===== config.mk =====
export PLATFORM = sky130hd
export DESIGN_NAME = rxals_top
export DESIGN_NICKNAME = d
export VERILOG_FILES = /design/src/rxals_pkg.sv /design/src/rxals_lane.sv /design/src/rxals_top.sv
export SDC_FILE = /design/constraint.sdc
export NUM_CORES = 1
export LEC_CHECK = 0
export BUFFER_PORTS_ARGS = -buffer_cell sky130_fd_sc_hd__buf_4
export CAP_MARGIN = 20
export CORE_MARGIN = 2
export CORE_UTILIZATION = 48
export DETAILED_ROUTE_END_ITERATION = 10
export HOLD_SLACK_MARGIN = 0.03
export PLACE_DENSITY = 0.81
export SYNTH_ARGS = -nofsm -noshare
export SYNTH_HDL_FRONTEND = slang
export SYNTH_SLANG_ARGS = --single-unit

===== constraint.sdc =====
create_clock -name clk_i -period 2.3 [get_ports clk_i]
set_input_delay 0.345 -clock clk_i [delete_from_list [all_inputs] [get_ports clk_i]]
set_output_delay 0.345 -clock clk_i [all_outputs]
set_load 0.05 [all_outputs]

===== src/rxals_pkg.sv =====
package rxals_pkg;

	// lane and field widths
	localparam int LANES = 4;
	localparam int INTERVAL_W = 16;
	localparam int BAD_CODE_W = 2;
	localparam int TP_ERR_W = 8;
	localparam int CONSEC_W = 3;
	localparam logic [CONSEC_W-1:0] REPEAT_LIMIT = 3'h4;

	// wishbone register byte offsets
	localparam int ADDR_W = 4;
	localparam logic [ADDR_W-1:0] CTRL_OFS = 4'h0;
	localparam logic [ADDR_W-1:0] STATUS_OFS = 4'h4;
	localparam logic [ADDR_W-1:0] IRQ_STATUS_OFS = 4'h8;
	localparam logic [ADDR_W-1:0] IRQ_MASK_OFS = 4'hC;

	// control register layout
	localparam int CTRL_INTERVAL_LSB = 0;
	localparam int CTRL_TP_EN_BIT = 16;
	localparam logic [INTERVAL_W-1:0] INTERVAL_RESET = 16'h00FF;
	localparam logic CTRL_TP_EN_RESET = 1'b0;

	// status register layout
	localparam int STAT_ALIGNED_BIT = 0;
	localparam int STAT_HI_BER_BIT = 1;
	localparam int STAT_LINK_BIT = 2;
	localparam int STAT_ALIGN_LOSS_BIT = 3;
	localparam int STAT_EVER_ALIGNED_BIT = 4;
	localparam int STAT_REPEAT_LSB = 8;
	localparam int STAT_LOCKED_LSB = 12;

	// interrupt status and mask layout
	localparam int IRQ_W = 6;
	localparam int IRQ_MISALIGN_BIT = 0;
	localparam int IRQ_BIP_BIT = 1;
	localparam int IRQ_MARKER_WORD_BIT = 2;
	localparam int IRQ_BAD_CODE_BIT = 3;
	localparam int IRQ_TP_ERR_BIT = 4;
	localparam int IRQ_ALIGN_LOSS_BIT = 5;
	localparam logic [IRQ_W-1:0] IRQ_MASK_RESET = 6'h00;

	// tracker for the delayed misalignment pulse
	typedef enum logic [1:0] {
		RXALS_NEVER = 2'b00,
		RXALS_ARMED = 2'b01,
		RXALS_PENDING = 2'b11
	} rxals_track_type;

endpackage


===== src/rxals_lane.sv =====
`timescale 1ns/1ns
`default_nettype none

module rxals_lane (
	// clock and reset
	input wire logic clk_i,
	input wire logic rst_i,
	// per lane receive events
	input wire logic word_valid_i,
	input wire logic marker_i,
	input wire logic marker_bad_i,
	input wire logic bip_mismatch_i,
	input wire logic [rxals_pkg::INTERVAL_W-1:0] marker_interval_minus_one_i,
	// per lane status
	output logic lane_marker_repeat_error_o,
	output logic lane_marker_word_error_o,
	output logic bip_error_o,
	output logic marker_error_o,
	output logic marker_good_seen_o,
	output logic locked_o
);
	import rxals_pkg::*;

	logic [INTERVAL_W-1:0] word_count;
	logic first_seen;
	logic [CONSEC_W-1:0] consec;

	wire marker_now = word_valid_i && marker_i;
	// first marker has no reference spacing, so it cannot be mistimed
	wire mistimed = first_seen && (word_count != marker_interval_minus_one_i);
	wire marker_err = marker_now && (marker_bad_i || mistimed);
	wire marker_good = marker_now && !marker_err;
	wire count_sat = &word_count;
	wire [CONSEC_W-1:0] next_consec = marker_good ? '0 :
		(marker_err && consec != REPEAT_LIMIT) ? consec + 3'h1 : consec;

	always_ff @(posedge clk_i) begin
		if (rst_i) begin
			word_count <= '0;
			first_seen <= 1'b0;
			consec <= '0;
			lane_marker_repeat_error_o <= 1'b0;
			lane_marker_word_error_o <= 1'b0;
			bip_error_o <= 1'b0;
			marker_error_o <= 1'b0;
			marker_good_seen_o <= 1'b0;
			locked_o <= 1'b0;
		end else begin
			if (marker_now) begin
				word_count <= '0;
				first_seen <= 1'b1;
			end else if (word_valid_i && !count_sat) begin
				word_count <= word_count + 16'h0001;
			end
			consec <= next_consec;
			// level until a good marker breaks the run
			lane_marker_repeat_error_o <= (next_consec == REPEAT_LIMIT);
			lane_marker_word_error_o <= marker_now && marker_bad_i;
			bip_error_o <= marker_now && bip_mismatch_i;
			marker_error_o <= marker_err;
			if (marker_good) begin
				marker_good_seen_o <= 1'b1;
			end
			locked_o <= (marker_good_seen_o || marker_good) && (next_consec != REPEAT_LIMIT);
		end
	end

endmodule

`default_nettype wire


===== src/rxals_top.sv =====
// Overview of operation
// - four consecutive marker errors raise lane repeat flag
// - malformed marker word pulses lane word error
// - misaligned pulse one metaframe after bad marker
// - no misaligned pulse before every lane has seen a good marker with deskew done
// - alignment-loss level high when unaligned or lost
// - lane parity mismatch pulses lane parity error
// - aligned high only when all lanes deskewed
// - high error rate flag follows rate monitor
// - link status is aligned and not high error
// - two-bit code-violation increment on decode error
// - valid strobe qualifies code-violation increment
// - eight-bit pattern mismatch increment only when enabled
// - valid strobe qualifies pattern mismatch increment
// - markers not spaced by interval count are errors
//
// The Wishbone slave port and the address map are this design's own decisions.
`timescale 1ns/1ns
`default_nettype none

module rxals_top (
	// clock and reset
	input wire logic clk_i,
	input wire logic rst_i,
	// wishbone slave
	input wire logic cyc_i,
	input wire logic stb_i,
	input wire logic we_i,
	input wire logic [rxals_pkg::ADDR_W-1:0] adr_i,
	input wire logic [3:0] sel_i,
	input wire logic [31:0] dat_i,
	output logic [31:0] dat_o,
	output logic ack_o,
	output logic irq_o,
	// lane aligner events
	input wire logic [rxals_pkg::LANES-1:0] lane_word_valid_i,
	input wire logic [rxals_pkg::LANES-1:0] lane_marker_i,
	input wire logic [rxals_pkg::LANES-1:0] lane_marker_bad_i,
	input wire logic [rxals_pkg::LANES-1:0] lane_bip_mismatch_i,
	input wire logic deskew_done_i,
	input wire logic align_fail_i,
	// decoder, error rate monitor and pattern checker
	input wire logic ber_exceeded_i,
	input wire logic decode_valid_i,
	input wire logic [rxals_pkg::BAD_CODE_W-1:0] decode_error_count_i,
	input wire logic pattern_valid_i,
	input wire logic [rxals_pkg::TP_ERR_W-1:0] pattern_mismatch_count_i,
	// lane status
	output logic [rxals_pkg::LANES-1:0] lane_marker_repeat_error_o,
	output logic [rxals_pkg::LANES-1:0] lane_marker_word_error_o,
	output logic [rxals_pkg::LANES-1:0] bip_error_o,
	// alignment and link status
	output logic misaligned_o,
	output logic alignment_lost_o,
	output logic aligned_o,
	output logic high_error_rate_flag_o,
	output logic link_status_o,
	// increments
	output logic [rxals_pkg::BAD_CODE_W-1:0] bad_code_o,
	output logic bad_code_valid_o,
	output logic [rxals_pkg::TP_ERR_W-1:0] pattern_error_o,
	output logic pattern_error_valid_o
);
	import rxals_pkg::*;

	// control registers
	logic [INTERVAL_W-1:0] marker_interval_minus_one;
	logic test_pattern_enable;
	logic [IRQ_W-1:0] irq_status;
	logic [IRQ_W-1:0] irq_mask;

	// lane results
	logic [LANES-1:0] lane_marker_error;
	logic [LANES-1:0] lane_good_seen;
	logic [LANES-1:0] lane_locked;

	// misalignment tracker
	rxals_track_type track;
	rxals_track_type next_track;
	logic [INTERVAL_W-1:0] mf_count;
	logic ever_aligned;
	logic aligned_prev;

	genvar g;
	generate
		for (g = 0; g < LANES; g++) begin : lane_gen
			rxals_lane u_lane (
				.clk_i(clk_i),
				.rst_i(rst_i),
				.word_valid_i(lane_word_valid_i[g]),
				.marker_i(lane_marker_i[g]),
				.marker_bad_i(lane_marker_bad_i[g]),
				.bip_mismatch_i(lane_bip_mismatch_i[g]),
				.marker_interval_minus_one_i(marker_interval_minus_one),
				.lane_marker_repeat_error_o(lane_marker_repeat_error_o[g]),
				.lane_marker_word_error_o(lane_marker_word_error_o[g]),
				.bip_error_o(bip_error_o[g]),
				.marker_error_o(lane_marker_error[g]),
				.marker_good_seen_o(lane_good_seen[g]),
				.locked_o(lane_locked[g])
			);
		end
	endgenerate

	// alignment decode
	wire all_locked = &lane_locked;
	wire next_aligned = all_locked && deskew_done_i && !align_fail_i;
	wire all_seen_once = (&lane_good_seen) && deskew_done_i;
	wire any_marker_error = |lane_marker_error;
	// one metaframe counted on lane 0 words, interval plus the marker itself
	wire mf_tick = lane_word_valid_i[0];
	wire mf_done = mf_tick && (mf_count == '0);
	wire next_misaligned = (track == RXALS_PENDING) && mf_done;

	// misalignment tracker: a new error while pending and before mf_done merges into the pending pulse
	always_comb begin
		next_track = track;
		unique case (track)
			RXALS_NEVER: begin
				if (all_seen_once) begin
					next_track = RXALS_ARMED;
				end
			end
			RXALS_ARMED: begin
				if (any_marker_error) begin
					next_track = RXALS_PENDING;
				end
			end
			RXALS_PENDING: begin
				if (mf_done) begin
					next_track = any_marker_error ? RXALS_PENDING : RXALS_ARMED;
				end
			end
			default: begin
				next_track = RXALS_NEVER;
			end
		endcase
	end

	always_ff @(posedge clk_i) begin
		if (rst_i) begin
			track <= RXALS_NEVER;
			mf_count <= '0;
		end else begin
			track <= next_track;
			if (next_track == RXALS_PENDING && (track != RXALS_PENDING || mf_done)) begin
				mf_count <= marker_interval_minus_one;
			end else if (track == RXALS_PENDING && mf_tick) begin
				mf_count <= mf_count - 16'h0001;
			end
		end
	end

	// registered status outputs
	always_ff @(posedge clk_i) begin
		if (rst_i) begin
			misaligned_o <= 1'b0;
			aligned_o <= 1'b0;
			aligned_prev <= 1'b0;
			alignment_lost_o <= 1'b1;
			high_error_rate_flag_o <= 1'b0;
			link_status_o <= 1'b0;
			ever_aligned <= 1'b0;
		end else begin
			misaligned_o <= next_misaligned;
			aligned_o <= next_aligned;
			aligned_prev <= aligned_o;
			// unaligned covers both a failed first alignment and a later loss
			alignment_lost_o <= !next_aligned;
			high_error_rate_flag_o <= ber_exceeded_i;
			link_status_o <= next_aligned && !ber_exceeded_i;
			if (track != RXALS_NEVER) begin
				ever_aligned <= 1'b1;
			end
		end
	end

	// increments: zero whenever not qualified, so a careless consumer still counts right
	always_ff @(posedge clk_i) begin
		if (rst_i) begin
			bad_code_o <= '0;
			bad_code_valid_o <= 1'b0;
			pattern_error_o <= '0;
			pattern_error_valid_o <= 1'b0;
		end else begin
			bad_code_o <= decode_valid_i ? decode_error_count_i : '0;
			bad_code_valid_o <= decode_valid_i;
			pattern_error_o <= (test_pattern_enable && pattern_valid_i) ? pattern_mismatch_count_i : '0;
			pattern_error_valid_o <= test_pattern_enable && pattern_valid_i;
		end
	end

	// wishbone decode
	wire req = cyc_i && stb_i && !ack_o;
	wire wr = req && we_i;
	wire hit_ctrl = (adr_i == CTRL_OFS);
	wire hit_status = (adr_i == STATUS_OFS);
	wire hit_irq_status = (adr_i == IRQ_STATUS_OFS);
	wire hit_irq_mask = (adr_i == IRQ_MASK_OFS);

	wire [31:0] ctrl_word = {15'h0000, test_pattern_enable, marker_interval_minus_one};
	wire [31:0] status_word = {16'h0000, lane_locked, lane_marker_repeat_error_o, 3'h0, ever_aligned,
		alignment_lost_o, link_status_o, high_error_rate_flag_o, aligned_o};
	wire [31:0] read_word = hit_ctrl ? ctrl_word :
		hit_status ? status_word :
		hit_irq_status ? {26'h0000000, irq_status} :
		hit_irq_mask ? {26'h0000000, irq_mask} : 32'h00000000;

	// interrupt events
	wire [IRQ_W-1:0] irq_event;
	assign irq_event[IRQ_MISALIGN_BIT] = misaligned_o;
	assign irq_event[IRQ_BIP_BIT] = |bip_error_o;
	assign irq_event[IRQ_MARKER_WORD_BIT] = |lane_marker_word_error_o;
	assign irq_event[IRQ_BAD_CODE_BIT] = bad_code_valid_o && (bad_code_o != '0);
	assign irq_event[IRQ_TP_ERR_BIT] = pattern_error_valid_o && (pattern_error_o != '0);
	assign irq_event[IRQ_ALIGN_LOSS_BIT] = aligned_prev && !aligned_o;
	wire [IRQ_W-1:0] irq_clear = (wr && hit_irq_status && sel_i[0]) ? dat_i[IRQ_W-1:0] : '0;
	// a new event in the clearing cycle wins over the clear
	wire [IRQ_W-1:0] next_irq_status = (irq_status & ~irq_clear) | irq_event;

	always_ff @(posedge clk_i) begin
		if (rst_i) begin
			ack_o <= 1'b0;
			dat_o <= 32'h00000000;
		end else begin
			ack_o <= req;
			dat_o <= req ? read_word : 32'h00000000;
		end
	end

	always_ff @(posedge clk_i) begin
		if (rst_i) begin
			marker_interval_minus_one <= INTERVAL_RESET;
			test_pattern_enable <= CTRL_TP_EN_RESET;
			irq_mask <= IRQ_MASK_RESET;
			irq_status <= '0;
			irq_o <= 1'b0;
		end else begin
			if (wr && hit_ctrl && sel_i[0]) begin
				marker_interval_minus_one[7:0] <= dat_i[CTRL_INTERVAL_LSB +: 8];
			end
			if (wr && hit_ctrl && sel_i[1]) begin
				marker_interval_minus_one[15:8] <= dat_i[CTRL_INTERVAL_LSB + 8 +: 8];
			end
			if (wr && hit_ctrl && sel_i[2]) begin
				test_pattern_enable <= dat_i[CTRL_TP_EN_BIT];
			end
			if (wr && hit_irq_mask && sel_i[0]) begin
				irq_mask <= dat_i[IRQ_W-1:0];
			end
			irq_status <= next_irq_status;
			irq_o <= |(next_irq_status & irq_mask);
		end
	end

endmodule

`default_nettype wire


==> flow_summary_export.csv, run 1 <==
group,metric,value,unit
status,outcome,"completed",
worst_setup_path,worstPathRequired,2.61,ns
final_layout,fin_cells,1381,
worst_hold_path,holdPathStages,2,
drt,vias_per_cell,5.66,
global_routing,grt_pass1_wl,37.0,mm
power,p_leak,4.66,nW
drt,wl,24.0,mm
logic_synthesis,postSynth.asyncResetShare,0,
worst_setup_path,max_stage_delay,0.57,ns
clocking,cts_sinks,189,
run,cap_violations,0,
final_layout,drive_gt1_frac,0.201,
sta,postLayoutSetupSlackWorst,0.0696,ns
global_routing,grt-ovfl-total,0,
floorplanning,fp.dieH,141,um
logic_synthesis,synth_area_leader_cell,"dfxtp_1",
sta,holdWs,0.0721,ns
logic_synthesis,netlist_instances,1023,
worst_setup_path,crit_slowest_cell,"or4_4",
global_routing,antenna_found_initial,0,
worst_setup_path,worstSetupPathType,"flop to flop",
power,ir_worst_vdd,0.535,mV
clocking,numCtsBuffers,17,
placed_design,port_buffers,107,
drt,vias,7820,
worst_setup_path,cp_max_fo,13,
global_routing,grt_usage,0.237,
global_routing,grt_pass1_vias,7402,
placed_design,dp_slack,-0.0158,ns
final_layout,multi_input_area,4800,um^2
final_layout,syn_to_final_growth,21.0,%
worst_setup_path,reg2reg_depth,7,
logic_synthesis,syn_avg_cell_area,8.83,um^2
drt,drt_iter0_drc,701,
final_layout,regArea,3800,um^2
final_layout,final_common_cell,"dfxtp_1",
clocking,cts_tree,"yes",
final_layout,n_fill_cell,1505,
logic_synthesis,seq_area_frac_synth,0.419,
floorplanning,ioPinCount,139,
worst_setup_path,critical_path.startpoint_type,"flop",
logic_synthesis,synth_top_area_share,0.419,
worst_setup_path,end_kind,"flop",
placed_design,place_hpwl,17.3,mm
logic_synthesis,synth_ff_type,"dfxtp_1",
clocking,cts_root_buf,"clkbuf_16",
floorplanning,row_count,50,
logic_synthesis,synth-edff-count,0,
final_layout,antenna_cells,0,
final_layout,final_cell_mix,"dfxtp_1 (178), buf_4 (155), nor2_1 (105)",
clocking,cts_max_level,4,
placed_design,gp_congestion,0.936,
clocking,cts_buffer_depth,2,
logic_synthesis,synth_area_leaders,"dfxtp_1 (42%), xor2_1 (8.9%), nor2_1 (4.4%)",
clocking,clk_latency,0.43,ns
sta,fin_skew,0.00830,ns
logic_synthesis,ys_types,65,
global_routing,grt_max_degree,75,
logic_synthesis,syn_area,9040,um^2
logic_synthesis,ys_warn_count,0,
final_layout,utilization,0.588,
floorplanning,die_area,19900,um^2
final_layout,fin_nets,1224,
worst_hold_path,hold_class,"input port to flop",
power,power_density,661,nW/um^2
sta,hold_viol,0,
sta,min_period_over_period,0.970,
placed_design,placedCellCount,1346,
sta,slew_viol_final,0,
drt,firstDrtPassIters,7,
floorplanning,fp.coreArea,18600,um^2
floorplanning,initial_core_util,0.486,
sta,max_freq,448,MHz
drt,ant_nets,0,
worst_setup_path,cp.arrival,2.54,ns
power,p_total,7.23,mW
sta,relSlewSlack,0.630,
sta,tightest_slew,0.554,ns
sta,rsz0062_at_grt,"false",
drt,drc,0,
clocking,path_clk_slew,0.07,ns
sta,finalSetupViolations,0,
drt,wl_per_cell,17.4,um
sta,finalCriticalPeriod,2.23,ns
floorplanning,die_w,141,um
logic_synthesis,synth-seq-cells,189,
worst_setup_path,critical_path.cell_chain,"or4_4 > or2_4 > o41ai_4 > nand3_2 > buf_6 > mux2i_1 > nor2_1",
-- cells in the mapped netlist (10+ instances only) --
master and instances:
mux2i_1 26, and3_1 29, nor3_1 33, o21ai_0 18, nand3_1 52, xor2_1 92, or3_1 11, nor3b_1 11
nor4_1 24, nand2_1 64, inv_1 30, dfxtp_1 189, nor2_1 107, a21oi_1 39, buf_4 27, xnor2_1 38
ha_1 14, nand4_1 21, clkbuf_1 46, and2_1 25, a211oi_2 10
-- report_power, final --
| group | internal (mW) | switching (mW) | leakage, nW | total (mW) |
|---|---|---|---|---|
| Sequential | 3.31 | 0.0465 | 1.53 | 3.36 |
| Clock | 2.11 | 1.28 | 0.328 | 3.39 |
| Combinational | 0.178 | 0.294 | 2.81 | 0.472 |
| Total | 5.60 | 1.62 | 4.66 | 7.23 |
-- timing repair --
action                     in CTS  in global routing
hold endpoints to repair        0                  0
setup buffers                   0                  2
resized for setup               2                 21
setup endpoints to repair       3                 23
cloned                          0                  1
pin swaps                       0                  4
hold buffers                    0                  0
-- worst max-delay path, delay by kind of cell, from the launching register on --
family                 cells  cell delay, ns
and+or+nand+nor            4            1.13
AOI/OAI and AO/OA          1            0.26
muxes                      1            0.16
DFF                        1            0.35
buffers and inverters      1            0.21
-- metrics by stage --
stage / setup TNS [ns] / instance area, um^2
after global routing: 0 / 10900
after CTS: 0 / 10800
after detailed placement: -0.0296 / 10100
final: 0 / 10900
after floorplan: 0 / 9090
after global placement: 0 / 10100
-- metal layers --
metal,part of all wire,GRT usage,wire [um],vias to the layer above
met4,0.037,0.105,877,0
met3,0.082,0.0662,1980,68
met1,0.42,0.300,9960,3705
met5,0,0,0,-
li1,-,-,-,3741
met2,0.47,0.377,11200,306
-- sequential cells by signal, indices dropped and copies added (netlist names), 6 cells and up --
name and flops:
lane_gen.u_lane.word_count 64, dat_o 17, marker_interval_minus_one 16, mf_count 16, lane_gen.u_lane.consec 12, pattern_error_o 8, irq_mask 6, irq_status 6
-- final timing paths --
check                                           startpoint       endpoint  slack [ns]
min reg2reg  lane_gen[3].u_lane.lane_marker_repeat_error_o      dat_o[11]        0.47
max reg2reg                                    mf_count[3]    mf_count[1]        0.07
min                                         ber_exceeded_i  link_status_o        0.07
max                                            mf_count[3]    mf_count[1]        0.07
-- layout make-up --
class / count / share of cell area
Clock buffer: 20 / 0.0418
Clock inverter: 12 / 0.0211
Inverter: 30 / 0.0103
Multi-Input combinational cell: 737 / 0.439
Sequential cell: 189 / 0.347
Tap cell: 234 / 0.0268
Timing Repair Buffer: 159 / 0.113
-- cells by family after synthesis --
logic type	synth area share
multiplexers	0.0313
AND/OR/NAND/NOR	0.237
buffers and inverters	0.0591
other	0.000415
flip-flops	0.419
adder cells (fa/ha/maj)	0.0194
AO/OA/AOI/OAI	0.108
XOR/XNOR	0.126
(Power assumes the default switching activity.)
==> run 2: changes to the inputs <==
--- a/config.mk
+++ b/config.mk
@@ -5,6 +5,7 @@
 export SDC_FILE = /design/constraint.sdc
 export NUM_CORES = 1
 export LEC_CHECK = 0
+export ABC_AREA = 1
 export BUFFER_PORTS_ARGS = -buffer_cell sky130_fd_sc_hd__buf_4
 export CAP_MARGIN = 20
 export CORE_MARGIN = 2
==> run 2 against run 1 <==
  * Worst setup slack better by 0.17 ns
  * First-iteration DRC count is 7.7% higher
  * Register-to-register slack better by 0.17 ns
  * Sequential power hardly changed
  * Flip-flop and latch count stayed put
  * Area after synthesis is 5.0% higher
  * Synthesized cell count is 39% higher
  * Core utilization is 0.72 points lower
  * Via count is 22% higher
  * Largest power group is now registers
==> flow_summary_export.csv, run 2 <==
group,metric,value,unit
final_layout,final_cell_mix,"nand2_1 (419), inv_1 (189), dfxtp_1 (189)",
sta,finalCriticalPeriod,2.06,ns
drt,ant_nets,0,
worst_setup_path,cp_common_cell,"nand2_1",
floorplanning,die_area,20900,um^2
drt,wl,27.4,mm
worst_setup_path,rrSetupSlack,0.24,ns
worst_setup_path,cp.depth,11,
final_layout,utilization,0.581,
floorplanning,die_w,145,um
placed_design,placedCellCount,1795,
logic_synthesis,synth_ff_type,"dfxtp_1",
worst_setup_path,cp-startpoint,"lane_gen[2].u_lane.word_count[0]",
power,p_total,7.02,mW
sta,min_period_over_period,0.896,
floorplanning,fp.coreArea,19400,um^2
drt,drt_iter0_drc,755,
placed_design,dp_slack,0.144,ns
logic_synthesis,netlist_instances,1426,
logic_synthesis,synth_area_leaders,"dfxtp_1 (40%), nand2_1 (17%), inv_1 (7.5%)",
final_layout,fin_cells,1826,
logic_synthesis,seq_area_frac_synth,0.399,
sta,finalSetupViolations,0,
sta,tightest_slew,0.719,ns
logic_synthesis,syn_area,9490,um^2
floorplanning,row_count,51,
final_layout,regArea,3780,um^2
worst_setup_path,rr_startpoint,"lane_gen[2].u_lane.word_count[0]",
worst_hold_path,hold_class,"input port to flop",
worst_setup_path,critical_path.cell_chain,"ha_1 > nand2_1 > inv_1 > nand2_1 > nor2_1 > nand3_1 > nand2_2 > nor3_4 > nand4_1 > o21ai_0 > a21oi_1",
clocking,cts_buffer_depth,2,
worst_setup_path,crit_end,"lane_gen[2].u_lane.word_count[15]",
drt,wl_per_cell,15.0,um
clocking,cts_root_buf,"clkbuf_16",
logic_synthesis,syn_avg_cell_area,6.65,um^2
worst_setup_path,crit_slowest_cell,"nor3_4",
final_layout,final_common_cell,"nand2_1",
worst_setup_path,cp_max_fo,11,
worst_setup_path,r2r_end,"lane_gen[2].u_lane.word_count[15]",
logic_synthesis,synth.most_common_cell,"nand2_1",
worst_setup_path,critPathBufInv,1,
power,power_density,623,nW/um^2
sta,tns,0,ns
drt,drc,0,
global_routing,grt_usage,0.268,
drt,firstDrtPassIters,5,
worst_setup_path,crit_family,"simple AND/OR/NAND/NOR gates",
worst_setup_path,end_kind,"flop",
global_routing,grt_pass1_vias,8988,
logic_synthesis,synth-edff-count,0,
placed_design,gp_congestion,0.958,
sta,slew_viol_final,0,
clocking,cts_sinks,189,
final_layout,fin_nets,1640,
sta,holdWs,0.0735,ns
sta,postLayoutSetupSlackWorst,0.238,ns
run,cap_violations,0,
logic_synthesis,ys_types,44,
final_layout,n_fill_cell,1799,
logic_synthesis,postSynth.asyncResetShare,0,
sta,hold_viol,0,
worst_setup_path,worstSetupPathType,"flop to flop",
power,ir_worst_vdd,0.539,mV
clocking,cts_tree,"yes",
final_layout,drive_gt1_frac,0.129,
worst_setup_path,cp.arrival,2.39,ns
worst_hold_path,holdPathStages,2,
global_routing,grt-ovfl-total,0,
sta,relSlewSlack,0.516,
worst_setup_path,max_stage_delay,0.37,ns
sta,max_freq,485,MHz
worst_setup_path,reg2reg_depth,11,
logic_synthesis,synth_area_leader_cell,"dfxtp_1",
floorplanning,fp.dieH,145,um
placed_design,port_buffers,107,
final_layout,max_flop_register,"lane_gen.u_lane.word_count",
floorplanning,initial_core_util,0.489,
global_routing,grt_max_degree,46,
worst_setup_path,worstPathRequired,2.63,ns
final_layout,top_regs,"lane_gen.u_lane.word_count (64), dat_o (17)",
final_layout,final_area,11300,um^2
placed_design,place_hpwl,20.0,mm
worst_setup_path,critical_path.startpoint_type,"flop",
clocking,path_clk_slew,0.07,ns
placed_design,place_area,10600,um^2
final_layout,syn_to_final_growth,18.8,%
floorplanning,ioPinCount,139,
final_layout,largest_register_ffs,64,
final_layout,antenna_cells,0,
logic_synthesis,ys_warn_count,0,
logic_synthesis,synthTopCellsByCount,"nand2_1 (420), dfxtp_1 (189), inv_1 (189), nor2_1 (154), a21oi_1 (86)",
logic_synthesis,synth-seq-cells,189,
power,p_leak,5.16,nW
clocking,cts_max_level,4,
logic_synthesis,synth_top_area_share,0.399,
status,outcome,"completed",
sta,fin_skew,0.0104,ns
global_routing,antenna_found_initial,0,
drt,vias_per_cell,5.24,
clocking,numCtsBuffers,17,
drt,vias,9571,
clocking,clk_latency,0.44,ns
final_layout,multi_input_area,4710,um^2
global_routing,grt_pass1_wl,43.5,mm
==> run 2: changes by cell type after synthesis, moves of 25 or more <==
cell,delta
inv_1,+159
o21ai_0,+52
mux2i_1,-26
and3_1,-27
nand3_1,+32
nor2_1,+47
clkbuf_1,-31
a21oi_1,+47
and2_1,-25
xnor2_1,-32
xor2_1,-75
nand2_1,+356
==> run 2: kinds of logic after synthesis <==
| family | share of synthesized area |
|---|---|
| AND/OR/NAND/NOR | 0.334 |
| buffers and inverters | 0.111 |
| AO/OA/AOI/OAI | 0.115 |
| flip-flops | 0.399 |
| XOR/XNOR | 0.0212 |
| adder cells (fa/ha/maj) | 0.0185 |
| other | 0.000395 |
==> run 2: cell type report <==
| cell class | count | area share |
|---|---|---|
| Clock inverter | 12 | 0.0166 |
| Tap cell | 265 | 0.0294 |
| Sequential cell | 189 | 0.336 |
| Inverter | 195 | 0.0651 |
| Timing Repair Buffer | 146 | 0.0972 |
| Multi-Input combinational cell | 1001 | 0.418 |
| Clock buffer | 18 | 0.0381 |
==> run 2: per-layer routing <==
metal / vias to the layer above / global-route usage / routed length [um]
met5: - / 0 / 0
li1: 4755 / - / -
met2: 408 / 0.441 / 12700
met1: 4338 / 0.339 / 11300
met4: 0 / 0.122 / 1080
met3: 70 / 0.0533 / 2350
==> run 2: worst min-delay path by stage <==
stage / end / from
6_report: link_status_o / ber_exceeded_i
3_3_place_gp: lane_gen[2].u_lane.first_seen / lane_gen[2].u_lane.first_seen
4_1_cts: link_status_o / ber_exceeded_i
3_5_place_dp: lane_gen[1].u_lane.first_seen / lane_gen[1].u_lane.first_seen
5_1_grt: link_status_o / ber_exceeded_i
2_1_floorplan: link_status_o / ber_exceeded_i
==> run 2: where the power goes <==
| group | internal (mW) | leakage, nW | switching, mW |
|---|---|---|---|
| combinational | 0.169 | 3.34 | 0.343 |
| sequential | 3.32 | 1.53 | 0.0347 |
| clock | 1.83 | 0.294 | 1.33 |
| total | 5.32 | 5.16 | 1.71 |
==> run 2: timing repair <==
item / in CTS / in global routing
hold buffers: 0 / 0
buffers inserted: 0 / 1
endpoints found under the setup margin: 0 / 1
hold endpoints to repair: 0 / 0
resized for setup: 0 / 3
==> run 2: worst reg2reg max path, cell delays in order (launching register included) <==
cell     delay, ns
dfxtp_1       0.35
ha_1          0.22
nand2_1       0.15
inv_1         0.08
nand2_1       0.08
nor2_1        0.05
nand3_1       0.07
nand2_2       0.16
nor3_4        0.37
nand4_1       0.18
o21ai_0       0.19
a21oi_1       0.05
